==> config.mk <==
export PLATFORM = sky130hd
export DESIGN_NAME = cso_top
export DESIGN_NICKNAME = d
export VERILOG_FILES = /design/src/rtl/cso_pkg.sv /design/src/rtl/cso_uart_tx.sv /design/src/rtl/cso_top.sv
export SDC_FILE = /design/constraint.sdc
export NUM_CORES = 1
export LEC_CHECK = 0
export ABC_AREA = 1
export BUFFER_PORTS_ARGS = -buffer_cell sky130_fd_sc_hd__buf_2
export CAP_MARGIN = 40
export CORE_AREA = 2 2 167 169
export DETAILED_ROUTE_END_ITERATION = 7
export DIE_AREA = 0 0 169 171
export HOLD_SLACK_MARGIN = 0.03
export PLACE_DENSITY = 0.78
export REMOVE_ABC_BUFFERS = 1
export SYNTH_ARGS = -nofsm -noshare
export SYNTH_HDL_FRONTEND = slang
export SYNTH_HIERARCHICAL = 1
export SYNTH_SLANG_ARGS = --single-unit
==> constraint.sdc <==
create_clock -name clk_sys -period 15.1 [get_ports clk_sys]
set_clock_uncertainty 0.15 [all_clocks]
set_input_delay 4.53 -clock clk_sys [delete_from_list [all_inputs] [get_ports clk_sys]]
set_output_delay 4.53 -clock clk_sys [all_outputs]
set_load 0.03 [all_outputs]
==> src/rtl/cso_pkg.sv <==
package cso_pkg;
  localparam int CLK_HZ = 100_000_000;
  localparam int BAUD = 38400;
  localparam int BIT_CLKS = CLK_HZ / BAUD;
  localparam int MS_CLKS = CLK_HZ / 1000;
  localparam int PWM_START_MS = 2;
  localparam int PWM_SPAN_MS = 1000;
  localparam int PWM_PERIOD_MS = 2000;
  localparam int UPDATE_MS = 5000;
  localparam int MCAL_MIN_MS = 600000;
  localparam int RANGE_DEF = 2000;
  localparam int RANGE_OPT = 5000;
  localparam int PPM_MAX_DEF = 5000;
  localparam int ALARM_ON_PPM = 1200;
  localparam int ALARM_OFF_PPM = 800;
  localparam int FRAME_LEN = 12;
  localparam int DIGITS = 6;
  localparam int RESP_LEN = 7;
  localparam logic [6:0] I2C_ADDR = 7'h31;
  localparam logic [7:0] CMD_READ = 8'h52;
  localparam logic [7:0] CH_SP = 8'h20;
  localparam logic [7:0] CH_ZERO = 8'h30;
  localparam logic [7:0] CH_P = 8'h70;
  localparam logic [7:0] CH_M = 8'h6D;
  localparam logic [7:0] CH_CR = 8'h0D;
  localparam logic [7:0] CH_LF = 8'h0A;
  localparam logic [7:0] RSV_BYTE = 8'h00;
  typedef enum logic [2:0] {
    I_IDLE = 3'b000,
    I_ADDR = 3'b001,
    I_ACK = 3'b010,
    I_WDAT = 3'b011,
    I_RDAT = 3'b100,
    I_RACK = 3'b101,
    I_RNEXT = 3'b110
  } cso_i2c_t;
endpackage : cso_pkg

==> src/rtl/cso_uart_tx.sv <==
`timescale 1ns/1ns
module cso_uart_tx #(
  parameter int BIT_CLKS = cso_pkg::BIT_CLKS
) (
  input wire logic clk_sys,
  input wire logic rst,
  input wire logic go,
  input wire logic [7:0] data,
  output logic ready,
  output logic txd
);
  localparam int CW = $clog2(BIT_CLKS + 1);
  logic busy_r;
  logic [9:0] sh_r;
  logic [3:0] nbit_r;
  logic [CW-1:0] cnt_r;

  assign ready = !busy_r;

  // start, 8 data lsb first, one stop, no parity
  always_ff @(posedge clk_sys) begin
    if (rst) begin
      busy_r <= 1'b0;
      sh_r <= 10'h3FF;
      nbit_r <= 4'h0;
      cnt_r <= '0;
      txd <= 1'b1;
    end else if (!busy_r) begin
      txd <= 1'b1;
      if (go) begin
        busy_r <= 1'b1;
        sh_r <= {1'b1, data, 1'b0};
        nbit_r <= 4'h0;
        cnt_r <= '0;
      end
    end else begin
      txd <= sh_r[0];
      if (cnt_r == CW'(BIT_CLKS - 1)) begin
        cnt_r <= '0;
        sh_r <= {1'b1, sh_r[9:1]};
        nbit_r <= nbit_r + 4'h1;
        if (nbit_r == 4'h9) begin
          busy_r <= 1'b0;
        end
      end else begin
        cnt_r <= cnt_r + 1'b1;
      end
    end
  end
endmodule : cso_uart_tx

==> src/rtl/cso_top.sv <==
`timescale 1ns/1ns
// How it works
// serial link 38400 baud, 8 data bits, no parity, one stop bit
// each report is 12 bytes, six decimal digit characters first, msd first
// then space, "ppm", carriage return, line feed
// leading zero digits are sent as spaces
// i2c slave only at 7-bit address 0x31, never starts a transfer
// address byte lsb is direction: 0x63 read, 0x62 write
// host writes 0x52 between start and stop to request a reading
// read returns config byte, two ppm bytes, four zero bytes
// host waits at least 1 ms between response byte reads
// pwm high time is 2 ms plus 1000 ms times ppm over range
// pwm period fixed at 2000 ms, low time is the rest
// pwm range 2000 ppm by default, 5000 ppm as build option
// alarm high at 1200 ppm or more, low at 800 or less, else hold
// shown concentration refreshes every 5 seconds
// outputs operate within 10 seconds of power-up
// reported range 400 to 5000 ppm, upper limit is an option; code clips only at PPM_MAX, values below 400 pass unchanged
// automatic baseline calibration on by default unless manual one runs
// manual calibration lasts at least 10 minutes once started
// manual calibration may be started by the control pin
// i2c ppm bytes are one unsigned value, msb first
// reset pin low returns line high, pwm low, alarm low
module cso_top #(
  parameter int MS_CLKS = cso_pkg::MS_CLKS,
  parameter int BIT_CLKS = cso_pkg::BIT_CLKS,
  parameter bit RANGE_WIDE = 1'b0,
  parameter int PPM_MAX = cso_pkg::PPM_MAX_DEF,
  parameter logic [7:0] CFG_BYTE = 8'h00
) (
  input wire logic clk_sys,
  input wire logic sys_rst,
  input wire logic ext_rst_n,
  input wire logic [13:0] co2_ppm,
  input wire logic manual_calibration_pin,
  input wire logic scl_i,
  input wire logic sda_i,
  output logic sda_o,
  output logic sda_oe,
  output logic uart_txd,
  output logic pwm_out,
  output logic alarm_out,
  output logic auto_baseline_calibration,
  output logic manual_calibration
);
  localparam int RANGE = RANGE_WIDE ? cso_pkg::RANGE_OPT : cso_pkg::RANGE_DEF;
  localparam int MW = $clog2(MS_CLKS + 1);

  // pin synchronisers
  logic [1:0] rstn_s_r, mcp_s_r, scl_s_r, sda_s_r;
  always_ff @(posedge clk_sys) begin
    if (sys_rst) begin
      rstn_s_r <= 2'h0;
      mcp_s_r <= 2'h0;
      scl_s_r <= 2'h3;
      sda_s_r <= 2'h3;
    end else begin
      rstn_s_r <= {rstn_s_r[0], ext_rst_n};
      mcp_s_r <= {mcp_s_r[0], manual_calibration_pin};
      scl_s_r <= {scl_s_r[0], scl_i};
      sda_s_r <= {sda_s_r[0], sda_i};
    end
  end
  logic rst;
  assign rst = sys_rst || !rstn_s_r[1];

  // millisecond enable
  logic [MW-1:0] div_r;
  logic ms_tick;
  assign ms_tick = (div_r == MW'(MS_CLKS - 1));
  always_ff @(posedge clk_sys) begin
    if (rst || ms_tick) begin
      div_r <= '0;
    end else begin
      div_r <= div_r + 1'b1;
    end
  end

  // 5 s refresh of shown value
  logic [12:0] upd_ms_r;
  logic upd_tick, valid_r;
  logic [13:0] shown_r, clip_ppm;
  assign upd_tick = ms_tick && (upd_ms_r == 13'(cso_pkg::UPDATE_MS - 1));
  assign clip_ppm = (co2_ppm > 14'(PPM_MAX)) ? 14'(PPM_MAX) : co2_ppm;
  always_ff @(posedge clk_sys) begin
    if (rst) begin
      upd_ms_r <= 13'h0000;
      shown_r <= 14'h0000;
      valid_r <= 1'b0;
    end else if (ms_tick) begin
      upd_ms_r <= upd_tick ? 13'h0000 : upd_ms_r + 13'h0001;
      if (upd_tick) begin
        shown_r <= clip_ppm;
        valid_r <= 1'b1;
      end
    end
  end

  // alarm with hysteresis
  always_ff @(posedge clk_sys) begin
    if (rst) begin
      alarm_out <= 1'b0;
    end else if (valid_r && shown_r >= 14'(cso_pkg::ALARM_ON_PPM)) begin
      alarm_out <= 1'b1;
    end else if (shown_r <= 14'(cso_pkg::ALARM_OFF_PPM)) begin
      alarm_out <= 1'b0;
    end
  end

  // pwm
  logic [10:0] pwm_ms_r, high_ms_r;
  logic [13:0] pwm_ppm;
  logic [23:0] prod;
  logic [10:0] high_nxt;
  assign pwm_ppm = (shown_r > 14'(RANGE)) ? 14'(RANGE) : shown_r;
  assign prod = 24'(cso_pkg::PWM_SPAN_MS) * 24'(pwm_ppm);
  assign high_nxt = 11'(cso_pkg::PWM_START_MS) + 11'(prod / 24'(RANGE));
  always_ff @(posedge clk_sys) begin
    if (rst) begin
      pwm_ms_r <= 11'h000;
      high_ms_r <= 11'h000;
    end else if (ms_tick) begin
      if (pwm_ms_r == 11'(cso_pkg::PWM_PERIOD_MS - 1)) begin
        pwm_ms_r <= 11'h000;
        high_ms_r <= valid_r ? high_nxt : 11'h000;
      end else begin
        pwm_ms_r <= pwm_ms_r + 11'h001;
      end
    end
  end
  always_ff @(posedge clk_sys) begin
    if (rst) begin
      pwm_out <= 1'b0;
    end else begin
      pwm_out <= (pwm_ms_r < high_ms_r);
    end
  end

  // serial report
  function automatic logic [47:0] to_chars(input logic [13:0] v);
    logic [16:0] rem;
    logic [3:0] dig;
    logic lead;
    rem = 17'(v);
    lead = 1'b1;
    to_chars = '0;
    for (int i = 0; i < cso_pkg::DIGITS; i++) begin
      dig = 4'(rem / (17'(10) ** 17'(cso_pkg::DIGITS - 1 - i)) % 17'(10));
      if (dig != 4'h0 || i == cso_pkg::DIGITS - 1) begin
        lead = 1'b0;
      end
      to_chars[47 - 8 * i -: 8] = lead ? cso_pkg::CH_SP : (cso_pkg::CH_ZERO | 8'(dig));
    end
  endfunction : to_chars

  logic [47:0] chars_r;
  logic [3:0] frm_idx_r;
  logic sending_r, tx_ready, tx_go;
  logic [7:0] frm_byte;
  assign tx_go = sending_r && tx_ready;
  always_comb begin
    case (frm_idx_r)
      4'h6: frm_byte = cso_pkg::CH_SP;
      4'h7: frm_byte = cso_pkg::CH_P;
      4'h8: frm_byte = cso_pkg::CH_P;
      4'h9: frm_byte = cso_pkg::CH_M;
      4'hA: frm_byte = cso_pkg::CH_CR;
      4'hB: frm_byte = cso_pkg::CH_LF;
      default: frm_byte = chars_r[47 - 8 * frm_idx_r -: 8];
    endcase
  end
  always_ff @(posedge clk_sys) begin
    if (rst) begin
      chars_r <= '0;
      frm_idx_r <= 4'h0;
      sending_r <= 1'b0;
    end else if (upd_tick && !sending_r) begin
      chars_r <= to_chars(clip_ppm);
      frm_idx_r <= 4'h0;
      sending_r <= 1'b1;
    end else if (tx_go) begin
      frm_idx_r <= frm_idx_r + 4'h1;
      if (frm_idx_r == 4'(cso_pkg::FRAME_LEN - 1)) begin
        sending_r <= 1'b0;
      end
    end
  end

  cso_uart_tx #(.BIT_CLKS(BIT_CLKS)) u_tx (
    .clk_sys(clk_sys),
    .rst(rst),
    .go(tx_go),
    .data(frm_byte),
    .ready(tx_ready),
    .txd(uart_txd)
  );

  // manual / automatic calibration
  logic [19:0] mcal_ms_r;
  always_ff @(posedge clk_sys) begin
    if (rst) begin
      manual_calibration <= 1'b0;
      mcal_ms_r <= 20'h00000;
    end else if (!manual_calibration) begin
      if (mcp_s_r[1]) begin
        manual_calibration <= 1'b1;
        mcal_ms_r <= 20'h00000;
      end
    end else begin
      if (ms_tick && mcal_ms_r != 20'(cso_pkg::MCAL_MIN_MS)) begin
        mcal_ms_r <= mcal_ms_r + 20'h00001;
      end
      if (mcal_ms_r == 20'(cso_pkg::MCAL_MIN_MS) && !mcp_s_r[1]) begin
        manual_calibration <= 1'b0;
      end
    end
  end
  assign auto_baseline_calibration = !manual_calibration;

  // i2c slave
  logic scl_q, sda_q, i_start, i_stop, scl_rise, scl_fall;
  cso_pkg::cso_i2c_t ist_r;
  logic [7:0] rx_r, tx_r;
  logic [2:0] bit_r, ridx_r;
  logic rw_r;
  logic [13:0] snap_r;
  logic [7:0] rx_full;
  always_ff @(posedge clk_sys) begin
    if (rst) begin
      scl_q <= 1'b1;
      sda_q <= 1'b1;
    end else begin
      scl_q <= scl_s_r[1];
      sda_q <= sda_s_r[1];
    end
  end
  assign i_start = scl_s_r[1] && sda_q && !sda_s_r[1];
  assign i_stop = scl_s_r[1] && !sda_q && sda_s_r[1];
  assign scl_rise = scl_s_r[1] && !scl_q;
  assign scl_fall = !scl_s_r[1] && scl_q;
  assign rx_full = {rx_r[6:0], sda_s_r[1]};
  assign sda_o = 1'b0;

  function automatic logic [7:0] resp(input logic [2:0] i, input logic [13:0] v);
    case (i)
      3'h0: resp = CFG_BYTE;
      3'h1: resp = 8'(v >> 8);
      3'h2: resp = v[7:0];
      default: resp = cso_pkg::RSV_BYTE;
    endcase
  endfunction : resp

  always_ff @(posedge clk_sys) begin
    if (rst) begin
      ist_r <= cso_pkg::I_IDLE;
      rx_r <= 8'h00;
      tx_r <= 8'h00;
      bit_r <= 3'h0;
      ridx_r <= 3'h0;
      rw_r <= 1'b0;
      snap_r <= 14'h0000;
      sda_oe <= 1'b0;
    end else if (i_start) begin
      ist_r <= cso_pkg::I_ADDR;
      bit_r <= 3'h0;
      sda_oe <= 1'b0;
    end else if (i_stop) begin
      ist_r <= cso_pkg::I_IDLE;
      sda_oe <= 1'b0;
    end else begin
      case (ist_r)
        cso_pkg::I_ADDR, cso_pkg::I_WDAT: begin
          if (scl_rise) begin
            rx_r <= rx_full;
            bit_r <= bit_r + 3'h1;
            if (bit_r == 3'h7) begin
              if (ist_r == cso_pkg::I_WDAT) begin
                if (rx_full == cso_pkg::CMD_READ) begin
                  snap_r <= shown_r;
                end
                rw_r <= 1'b0;
                ist_r <= cso_pkg::I_ACK;
              end else if (rx_full[7:1] == cso_pkg::I2C_ADDR) begin
                rw_r <= rx_full[0];
                ridx_r <= 3'h0;
                tx_r <= resp(3'h0, snap_r);
                ist_r <= cso_pkg::I_ACK;
              end else begin
                ist_r <= cso_pkg::I_IDLE;
              end
            end
          end
        end
        cso_pkg::I_ACK: begin
          if (scl_fall) begin
            if (!sda_oe) begin
              sda_oe <= 1'b1;
            end else if (rw_r) begin
              sda_oe <= !tx_r[7];
              bit_r <= 3'h0;
              ist_r <= cso_pkg::I_RDAT;
            end else begin
              sda_oe <= 1'b0;
              bit_r <= 3'h0;
              ist_r <= cso_pkg::I_WDAT;
            end
          end
        end
        cso_pkg::I_RDAT: begin
          if (scl_fall) begin
            bit_r <= bit_r + 3'h1;
            tx_r <= {tx_r[6:0], 1'b0};
            sda_oe <= (bit_r == 3'h7) ? 1'b0 : !tx_r[6];
            if (bit_r == 3'h7) begin
              ist_r <= cso_pkg::I_RACK;
            end
          end
        end
        cso_pkg::I_RACK: begin
          if (scl_rise) begin
            if (sda_s_r[1] || ridx_r == 3'(cso_pkg::RESP_LEN - 1)) begin
              ist_r <= cso_pkg::I_IDLE;
            end else begin
              ridx_r <= ridx_r + 3'h1;
              tx_r <= resp(ridx_r + 3'h1, snap_r);
              ist_r <= cso_pkg::I_RNEXT;
            end
          end
        end
        cso_pkg::I_RNEXT: begin
          if (scl_fall) begin
            sda_oe <= !tx_r[7];
            bit_r <= 3'h0;
            ist_r <= cso_pkg::I_RDAT;
          end
        end
        default: begin
          sda_oe <= 1'b0;
        end
      endcase
    end
  end
endmodule : cso_top

==> results.txt, run 1 <==
outcome = complete, no violations
leading area contributor after synthesis = dfxtp_1
Hold Vio Cnt, Final = 0
slew of the pin with the lowest slew margin = 0.904 ns
initial core utilization = 0.624
Final HPWL DP = 28800 um
largest net degree at the start of global routing = 44
HP Class = flop to flop
Crit Path Max Fanout = 11
Die ar. = 28900 um2
number of synthesized flops with an enable pin = 0
I/O Pins = 27
routed length per placed instance = 12.4 um
Syn Std Cell Area = 17100 um2
setup violators final = 0
Die X-Extent = 169 um
antenna-violating nets left = 0
Num CTS Buffers = 17
global-route wire length before repair = 63500 um
Starting DRT DRC Count = 1023
global route total overflow = 0
Post-Place Cell Area = 17600 um2
CTS Root Cell = clkbuf_16
fin nets = 2735
GPL Wtd Cong = 0.911
distinct cell type count after synthesis = 75
Rows = 61
Worst R2R Setup Slack = 1.81 ns
Syn Inst Count = 2543
max_cap viols = 0
setup_tns = 0 ns
max-slew violation count = 0
Synth Area per Inst = 6.71 um2
Via-to-Cell Ratio = 5.39
FMAX = 75.3 MHz
Core Box Area = 27300 um2
Clock Sinks = 193
predominant post-synthesis flop cell = dfxtp_1
critical path class = flop to flop
drt pass-1 iters = 5
share of the synthesized area in the top cell type = 0.227
most frequent cells after synthesis = nand2_1, inv_1, nor2_1
WP data required = 15.25 ns
setup repair bufs after CTS = 0
clk_lat worst skew = 0.44 ns
worst stage delay on the critical path = 0.55 ns
DR vias = 15800
count leader, synth = nand2_1
critical path arrival = 13.44 ns
initial antenna violation count = 0
YS warnings = 6
final wirelength = 36500 um
P&R area growth vs syn = 6.63%
DRC viols = 0
Port Buffers = 25
CTS Hold Bufs = 0
crit path launch type = flop
vias in the first global route = 14500
Max Buffers Root-to-Sink = 2
DIE HEIGHT = 171 um
sequential share of the synthesized area = 0.227
post-CTS sizing = 0
CTS tree = yes
delay-heaviest family, CP = simple AND/OR/NAND/NOR gates
Filler cells = 2450
Slew HR = 0.395
async set-reset flop share out of synthesis = 0
CTS HTree Levels = 4
post-layout min period = 13.29 ns
Antenna diodes = 0
post-route design area = 18200 um2
ratio of cells with drive above 1 in the final layout = 0.126
clk slew on worst S/H paths = 0.08 ns
synth top area cells = dfxtp_1, nand2_1, inv_1
GRT Total Usage = 0.256
RSZ-0062 raised after global routing = false
#FFs+latches synth = 193
CP max stage cell = fa_1
Buf+Inv Stages, Crit Path = 14
cell mode on critical path = nand2_2
CP endpoint kind = flop
final critical-path share of the clock period = 0.880
[flip-flops by register name, summed over array words and instances (netlist names), 4 cells and up]
register     flops
chars_r         21
mcal_ms_r       20
div_r           17
shown_r         14
snap_r          14
upd_ms_r        13
u_tx/cnt_r      12
high_ms_r       11
pwm_ms_r        11
u_tx/sh_r        9
tx_r             8
rx_r             7
frm_idx_r        4
u_tx/nbit_r      4
[routing by layer]
metal / global-route usage / wire length [um] / up-vias
met5: 0 / 0 / -
met4: 0.0524 / 442 / 0
met3: 0.0331 / 1200 / 43
met2: 0.444 / 17300 / 283
met1: 0.343 / 17500 / 7295
li1: - / - / 8221
[placed cells by master, fill, tap and decap left out, types with 8 or more instances in the layout]
cell type / n
nand2_8: 8
nand2_2: 78
or2_2: 8
xor2_1: 52
inv_2: 26
a31oi_1: 10
nor3b_1: 10
inv_1: 425
clkbuf_16: 17
o21ai_2: 8
fa_1: 46
o21a_1: 8
nand2_4: 34
nor3_1: 45
o22ai_1: 26
o211ai_1: 10
xnor2_1: 11
nand4_1: 38
nand3b_1: 11
buf_2: 25
nor2_1: 250
nand2_1: 513
nand3_1: 165
a21oi_1: 129
nor2_4: 19
o21ai_0: 117
nand3_2: 28
conb_1: 22
o21bai_1: 9
ha_1: 89
dfxtp_1: 193
nor4_1: 22
a211oi_1: 8
o21ai_1: 14
nor2_2: 15
[worst register-to-register path: cells and delay by family (launching register included)]
family | cells | cell delay [ns]
compound gates | 4 | 0.56
flops | 1 | 0.32
fa+ha+maj | 6 | 2.62
buf+inv | 14 | 1.18
simple gates | 70 | 7.99
xor+xnor | 1 | 0.35
[path summary, 6_finish.rpt]
path / start / end / depth (start not counted)
worst max-delay path: shown_r[0] / high_ms_r[9] / 95
worst min-delay path: rstn_s_r[0] / rstn_s_r[1] / 2
worst max register to register: shown_r[0] / high_ms_r[9] / 95
worst min register to register: rstn_s_r[0] / rstn_s_r[1] / 2
[kinds of logic after synthesis]
family | after synthesis | synth area share
and+or+nand+nor | 1270 | 0.376
buffers and inverters | 500 | 0.114
AOI/OAI and AO/OA | 377 | 0.130
DFF | 193 | 0.227
adders and majority gates | 136 | 0.120
xor gates and xnor gates | 63 | 0.0324
other | 2 | 0.000440
muxes | 2 | 0.00125
[metrics by stage]
stage | hold WS (ns) | cells | utilization | worst slack (ns)
2_1_floorplan | 0.238 | 2531 | - | 3.36
3_3_place_gp | 0.241 | 2905 | 0.643 | 2.21
3_5_place_dp | 0.244 | 2907 | 0.644 | 1.90
4_1_cts | 0.246 | 2938 | 0.665 | 1.83
5_1_grt | 0.261 | 2938 | 0.665 | 0.409
6_report | 0.249 | 2938 | 0.665 | 1.81
[final cells by class]
class,count,area (um2),area share
clock inverters,14,170,0.00936
multi-input cells,1870,11300,0.623
clock buffers,17,425,0.0234
well taps,346,433,0.0238
inverters,468,1790,0.0985
repair buffers,30,170,0.00936
flip-flops and latches,193,3860,0.212
Power of run 1 is left out: the tool's default activity adds up to more than one toggle a clock period on the data nets, which glitch-free logic cannot reach.
==> run 2, diff against run 1 <==
Settings changed: PLACE_DENSITY 0.78 to unset, PLACE_DENSITY_LB_ADDON set to 0.08.
==> results.txt, run 2 (same netlist as run 1, synthesis figures left out) <==
setup_tns = 0 ns (unchanged)
drt pass-1 iters = 6 (+1)
I/O Pins = 27 (unchanged)
CTS Root Cell = clkbuf_16
Max Buffers Root-to-Sink = 2 (unchanged)
GRT Total Usage = 0.260 (+0.00395)
global route total overflow = 0 (unchanged)
met3 Use GR = 0.0264 (-0.00671)
CTS Hold Bufs = 0 (unchanged)
fin nets = 2734 (-0.037%)
critical path class = flop to flop
CP max stage cell = fa_1
RSZ-0062 raised after global routing = false
Final HPWL DP = 29100 um (+0.94%)
r2r endpoint = high_ms_r[9]
clk slew on worst S/H paths = 0.08 ns (about the same)
Rows = 61 (unchanged)
Core Util, Final = 0.664 (-0.000962)
worst stage delay on the critical path = 0.56 ns (about the same)
outcome = complete, no violations
cell mode on critical path = nand2_2
CP endpoint kind = flop
global-route wire length before repair = 64100 um (+0.94%)
Die ar. = 28900 um2 (unchanged)
routed length per placed instance = 12.4 um (about the same)
initial antenna violation count = 0 (unchanged)
Core Box Area = 27300 um2 (unchanged)
FMAX = 75.4 MHz (+0.18%)
Filler cells = 2517 (+2.7%)
P&R area growth vs syn = 6.48%
Clock Sinks = 193 (unchanged)
r2r worst-path depth = 97 (+2.1%)
GPL Wtd Cong = 0.882 (-3.2%)
setup violators final = 0 (unchanged)
Storage cell area = 3860 um2 (unchanged)
M2 GR Usage = 0.459 (+0.0144)
antenna-violating nets left = 0 (unchanged)
max_cap viols = 0 (unchanged)
Die X-Extent = 169 um (unchanged)
crit path launch type = flop
Critical Path Source = shown_r[0]
Starting DRT DRC Count = 1043 (+2.0%)
WP data required = 15.26 ns (about the same)
post-CTS sizing = 0 (unchanged)
DIE HEIGHT = 171 um (unchanged)
Hold Vio Cnt, Final = 0 (unchanged)
Crit Path Max Fanout = 11 (unchanged)
initial core utilization = 0.624 (unchanged)
Port Buffers = 25 (unchanged)
Via-to-Cell Ratio = 5.34 (-0.99%)
HP Class = flop to flop
met1 Use GR = 0.345 (+0.00230)
most common cell after layout, fill and taps aside = nand2_1
setup repair bufs after CTS = 0 (unchanged)
Slew HR = 0.384 (-0.0110)
final critical-path share of the clock period = 0.878 (-0.00156)
max-slew violation count = 0 (unchanged)
DR vias = 15700 (-1.0%)
CTS HTree Levels = 4 (unchanged)
vias in the first global route = 14500 (-0.21%)
post-layout min period = 13.26 ns (-0.0235 ns)
Worst R2R Setup Slack = 1.84 ns (+0.02 ns)
final wirelength = 36500 um (about the same)
slew of the pin with the lowest slew margin = 0.921 ns (+0.0164 ns)
ratio of cells with drive above 1 in the final layout = 0.125 (-0.000337)
most frequent cells in the layout = nand2_1, inv_1, nor2_1
Crit Reg-Reg Startpoint = shown_r[0]
area taken by multi-input logic gates = 11300 um2 (unchanged)
Antenna diodes = 0 (unchanged)
Largest Register = chars_r
max reg flops = 21 (unchanged)
gr busiest metal = met2
DRC viols = 0 (unchanged)
Num CTS Buffers = 17 (unchanged)
critical path arrival = 13.43 ns (about the same)
CTS tree = yes
clk_lat worst skew = 0.44 ns (about the same)
largest net degree at the start of global routing = 44 (unchanged)
Regs by FF count = chars_r: 21 flops, mcal_ms_r: 20 flops, div_r: 17 flops
Worst Setup EP = high_ms_r[9]
## run 2: through the flow
step | hold WS [ns] | setup WS (ns) | instances | instance area (um2)
finish | 0.247 | 1.84 | 2937 | 18200
global route | 0.268 | 0.449 | 2937 | 18200
CTS | 0.249 | 1.82 | 2937 | 18200
detailed placement | 0.243 | 1.85 | 2906 | 17600
global placement | 0.241 | 2.13 | 2904 | 17600
floorplan | 0.238 | 3.36 | 2531 | 17000
## run 2: critical path: cells and delay by family, from the launching register on
| kind | cells | cell delay (ns) |
|---|---|---|
| AND/OR/NAND/NOR | 70 | 7.75 |
| XOR/XNOR | 1 | 0.35 |
| adder cells (fa/ha/maj) | 6 | 2.62 |
| AO/OA/AOI/OAI | 4 | 0.58 |
| flip-flops | 1 | 0.32 |
| buffers and inverters | 16 | 1.33 |
## run 2: worst min-delay path by stage
| stage | startpoint | end | slack, ns | cells after the start |
|---|---|---|---|---|
| 6_report | mcp_s_r[0] | mcp_s_r[1] | 0.25 | 2 |
| 5_1_grt | mcp_s_r[0] | mcp_s_r[1] | 0.27 | 2 |
| 4_1_cts | mcp_s_r[0] | mcp_s_r[1] | 0.25 | 2 |
| 3_5_place_dp | mcp_s_r[0] | mcp_s_r[1] | 0.24 | 2 |
| 3_3_place_gp | mcp_s_r[0] | mcp_s_r[1] | 0.24 | 2 |
| 2_1_floorplan | mcp_s_r[0] | mcp_s_r[1] | 0.24 | 2 |
## run 2: per-layer routing
layer / vias to the layer above / share of wire
met5: - / 0
met4: 0 / 0.013
met3: 34 / 0.032
met2: 281 / 0.48
met1: 7151 / 0.48
li1: 8214 / -
## run 2: cell type report
cell class | instances | share of cell area
clock inverter | 14 | 0.00834
clock buffer | 17 | 0.0234
tap | 346 | 0.0238
multi-input combinational | 1870 | 0.624
sequential | 193 | 0.213
timing repair buffer | 29 | 0.00896
inverter | 468 | 0.0987
Power of run 2 is left out for the same reason.
==> run 3, diff against run 2 <==
Settings changed: CORE_AREA 2 2 167 169 to 2 2 198 200, DIE_AREA 0 0 169 171 to 0 0 200 202.
==> results.txt, run 3 (same netlist as run 1, synthesis figures left out) <==
Hold Vio Cnt, Final = 0 (unchanged)
Regs by FF count = chars_r: 21 flops, mcal_ms_r: 20 flops, div_r: 17 flops
routed length per placed instance = 12.2 um (-2.1%)
initial antenna violation count = 0 (unchanged)
FMAX = 75.2 MHz (-0.30%)
CTS Root Cell = clkbuf_16
CP endpoint kind = flop
critical path class = flop to flop
fin worst setup slack = 1.80 ns (-0.0405 ns)
Clock Sinks = 193 (unchanged)
setup violators final = 0 (unchanged)
fin nets = 2736 (+0.073%)
HP Class = flop to flop
Largest Register = chars_r
global-route wire length before repair = 66400 um (+3.6%)
drt pass-1 iters = 5 (-1)
delay-heaviest family, CP = simple AND/OR/NAND/NOR gates
Starting DRT DRC Count = 882 (-15%)
Slew HR = 0.432 (+0.0479)
DR vias = 15500 (-1.5%)
clk_lat worst skew = 0.45 ns (about the same)
outcome = complete, no violations
final std cells w/o fill = 3112 (+6.0%)
CTS tree = yes
vias in the first global route = 14400 (-0.53%)
post-place setup slack = 1.72 ns (-0.136 ns)
P&R area growth vs syn = 7.79%
GPL Wtd Cong = 0.841 (-4.7%)
DRC viols = 0 (unchanged)
Port Buffers = 25 (unchanged)
most common cell after layout, fill and taps aside = nand2_1
worst stage delay on the critical path = 0.56 ns (about the same)
max-slew violation count = 0 (unchanged)
Filler cells = 3936 (+56%)
crit path launch type = flop
Buf+Inv Stages, Crit Path = 14 (-2)
final wirelength = 37900 um (+3.8%)
most frequent cells in the layout = nand2_1, inv_1, nor2_1
Num CTS Buffers = 17 (unchanged)
largest net degree at the start of global routing = 43 (-2.3%)
CTS Hold Bufs = 0 (unchanged)
DIE HEIGHT = 202 um (+18%)
dpl cells = 3080 (+6.0%)
Final HPWL DP = 30200 um (+4.1%)
post-CTS sizing = 0 (unchanged)
post-layout min period = 13.30 ns (+0.0405 ns)
antenna-violating nets left = 0 (unchanged)
WP data required = 15.26 ns (about the same)
Die ar. = 40400 um2 (+40%)
ratio of cells with drive above 1 in the final layout = 0.126 (+0.00101)
setup_tns = 0 ns (unchanged)
cell mode on critical path = nand2_2
CTS HTree Levels = 4 (unchanged)
GRT Total Usage = 0.195 (-0.0651)
Rows = 72 (+18%)
max reg flops = 21 (unchanged)
clk slew on worst S/H paths = 0.07 ns (about the same)
Antenna diodes = 0 (unchanged)
critical path arrival = 13.46 ns (+0.03 ns)
slew of the pin with the lowest slew margin = 0.849 ns (-0.0717 ns)
global route total overflow = 0 (unchanged)
initial core utilization = 0.445 (-0.179)
Die X-Extent = 200 um (+18%)
I/O Pins = 27 (unchanged)
Max Buffers Root-to-Sink = 2 (unchanged)
Core Box Area = 38300 um2 (+40%)
CP max stage cell = fa_1
final critical-path share of the clock period = 0.881 (+0.00268)
max_cap viols = 0 (unchanged)
setup repair bufs after CTS = 0 (unchanged)
RSZ-0062 raised after global routing = false
Crit Path Max Fanout = 11 (unchanged)
Via-to-Cell Ratio = 4.96 (-7.0%)
[run 3: cell types whose count changed in the layout (fill, tap and decap cells not counted), sizes merged]
cell	before	now
inv	463	465
clkinvlp	3	1
buf	29	31
bufinv	2	1
clkinv	14	16
[run 3: worst paths after layout]
kind         slack, ns  cells after the start  startpoint            to
min               0.26                      2  mcp_s_r[0]    mcp_s_r[1]
max               1.80                     97  shown_r[0]  high_ms_r[9]
max reg2reg       1.80                     97  shown_r[0]  high_ms_r[9]
min reg2reg       0.26                      2  mcp_s_r[0]    mcp_s_r[1]
[run 3: area by class of cell]
class / instances / area, um2 / area share
flip-flops and latches: 193 / 3860 / 0.210
multi-input cells: 1870 / 11300 / 0.616
clock buffers: 17 / 425 / 0.0231
inverters: 468 / 1790 / 0.0975
well taps: 518 / 648 / 0.0353
clock inverters: 15 / 145 / 0.00790
repair buffers: 31 / 178 / 0.00967
[run 3: metal layers]
metal,vias up,track usage,routed length [um]
li1,8230,-,-
met1,6996,0.281,19600
met2,203,0.313,16800
met3,22,0.0249,1130
met4,0,0.0344,348
met5,-,0,0
[run 3: tightest hold or removal path, delay by kind of cell (launching register included)]
family	cells	cell delay, ns
buffers and inverters	1	0.04
DFF	1	0.30
and+or+nand+nor	1	0.03
[run 3: through the flow]
stage	hold slack (ns)	area, um2	util
after floorplan	0.238	17000	-
after global placement	0.244	17800	0.464
after detailed placement	0.246	17800	0.465
after CTS	0.254	18400	0.480
after global routing	0.277	18400	0.480
final	0.255	18400	0.480
Power of run 3 is left out for the same reason.
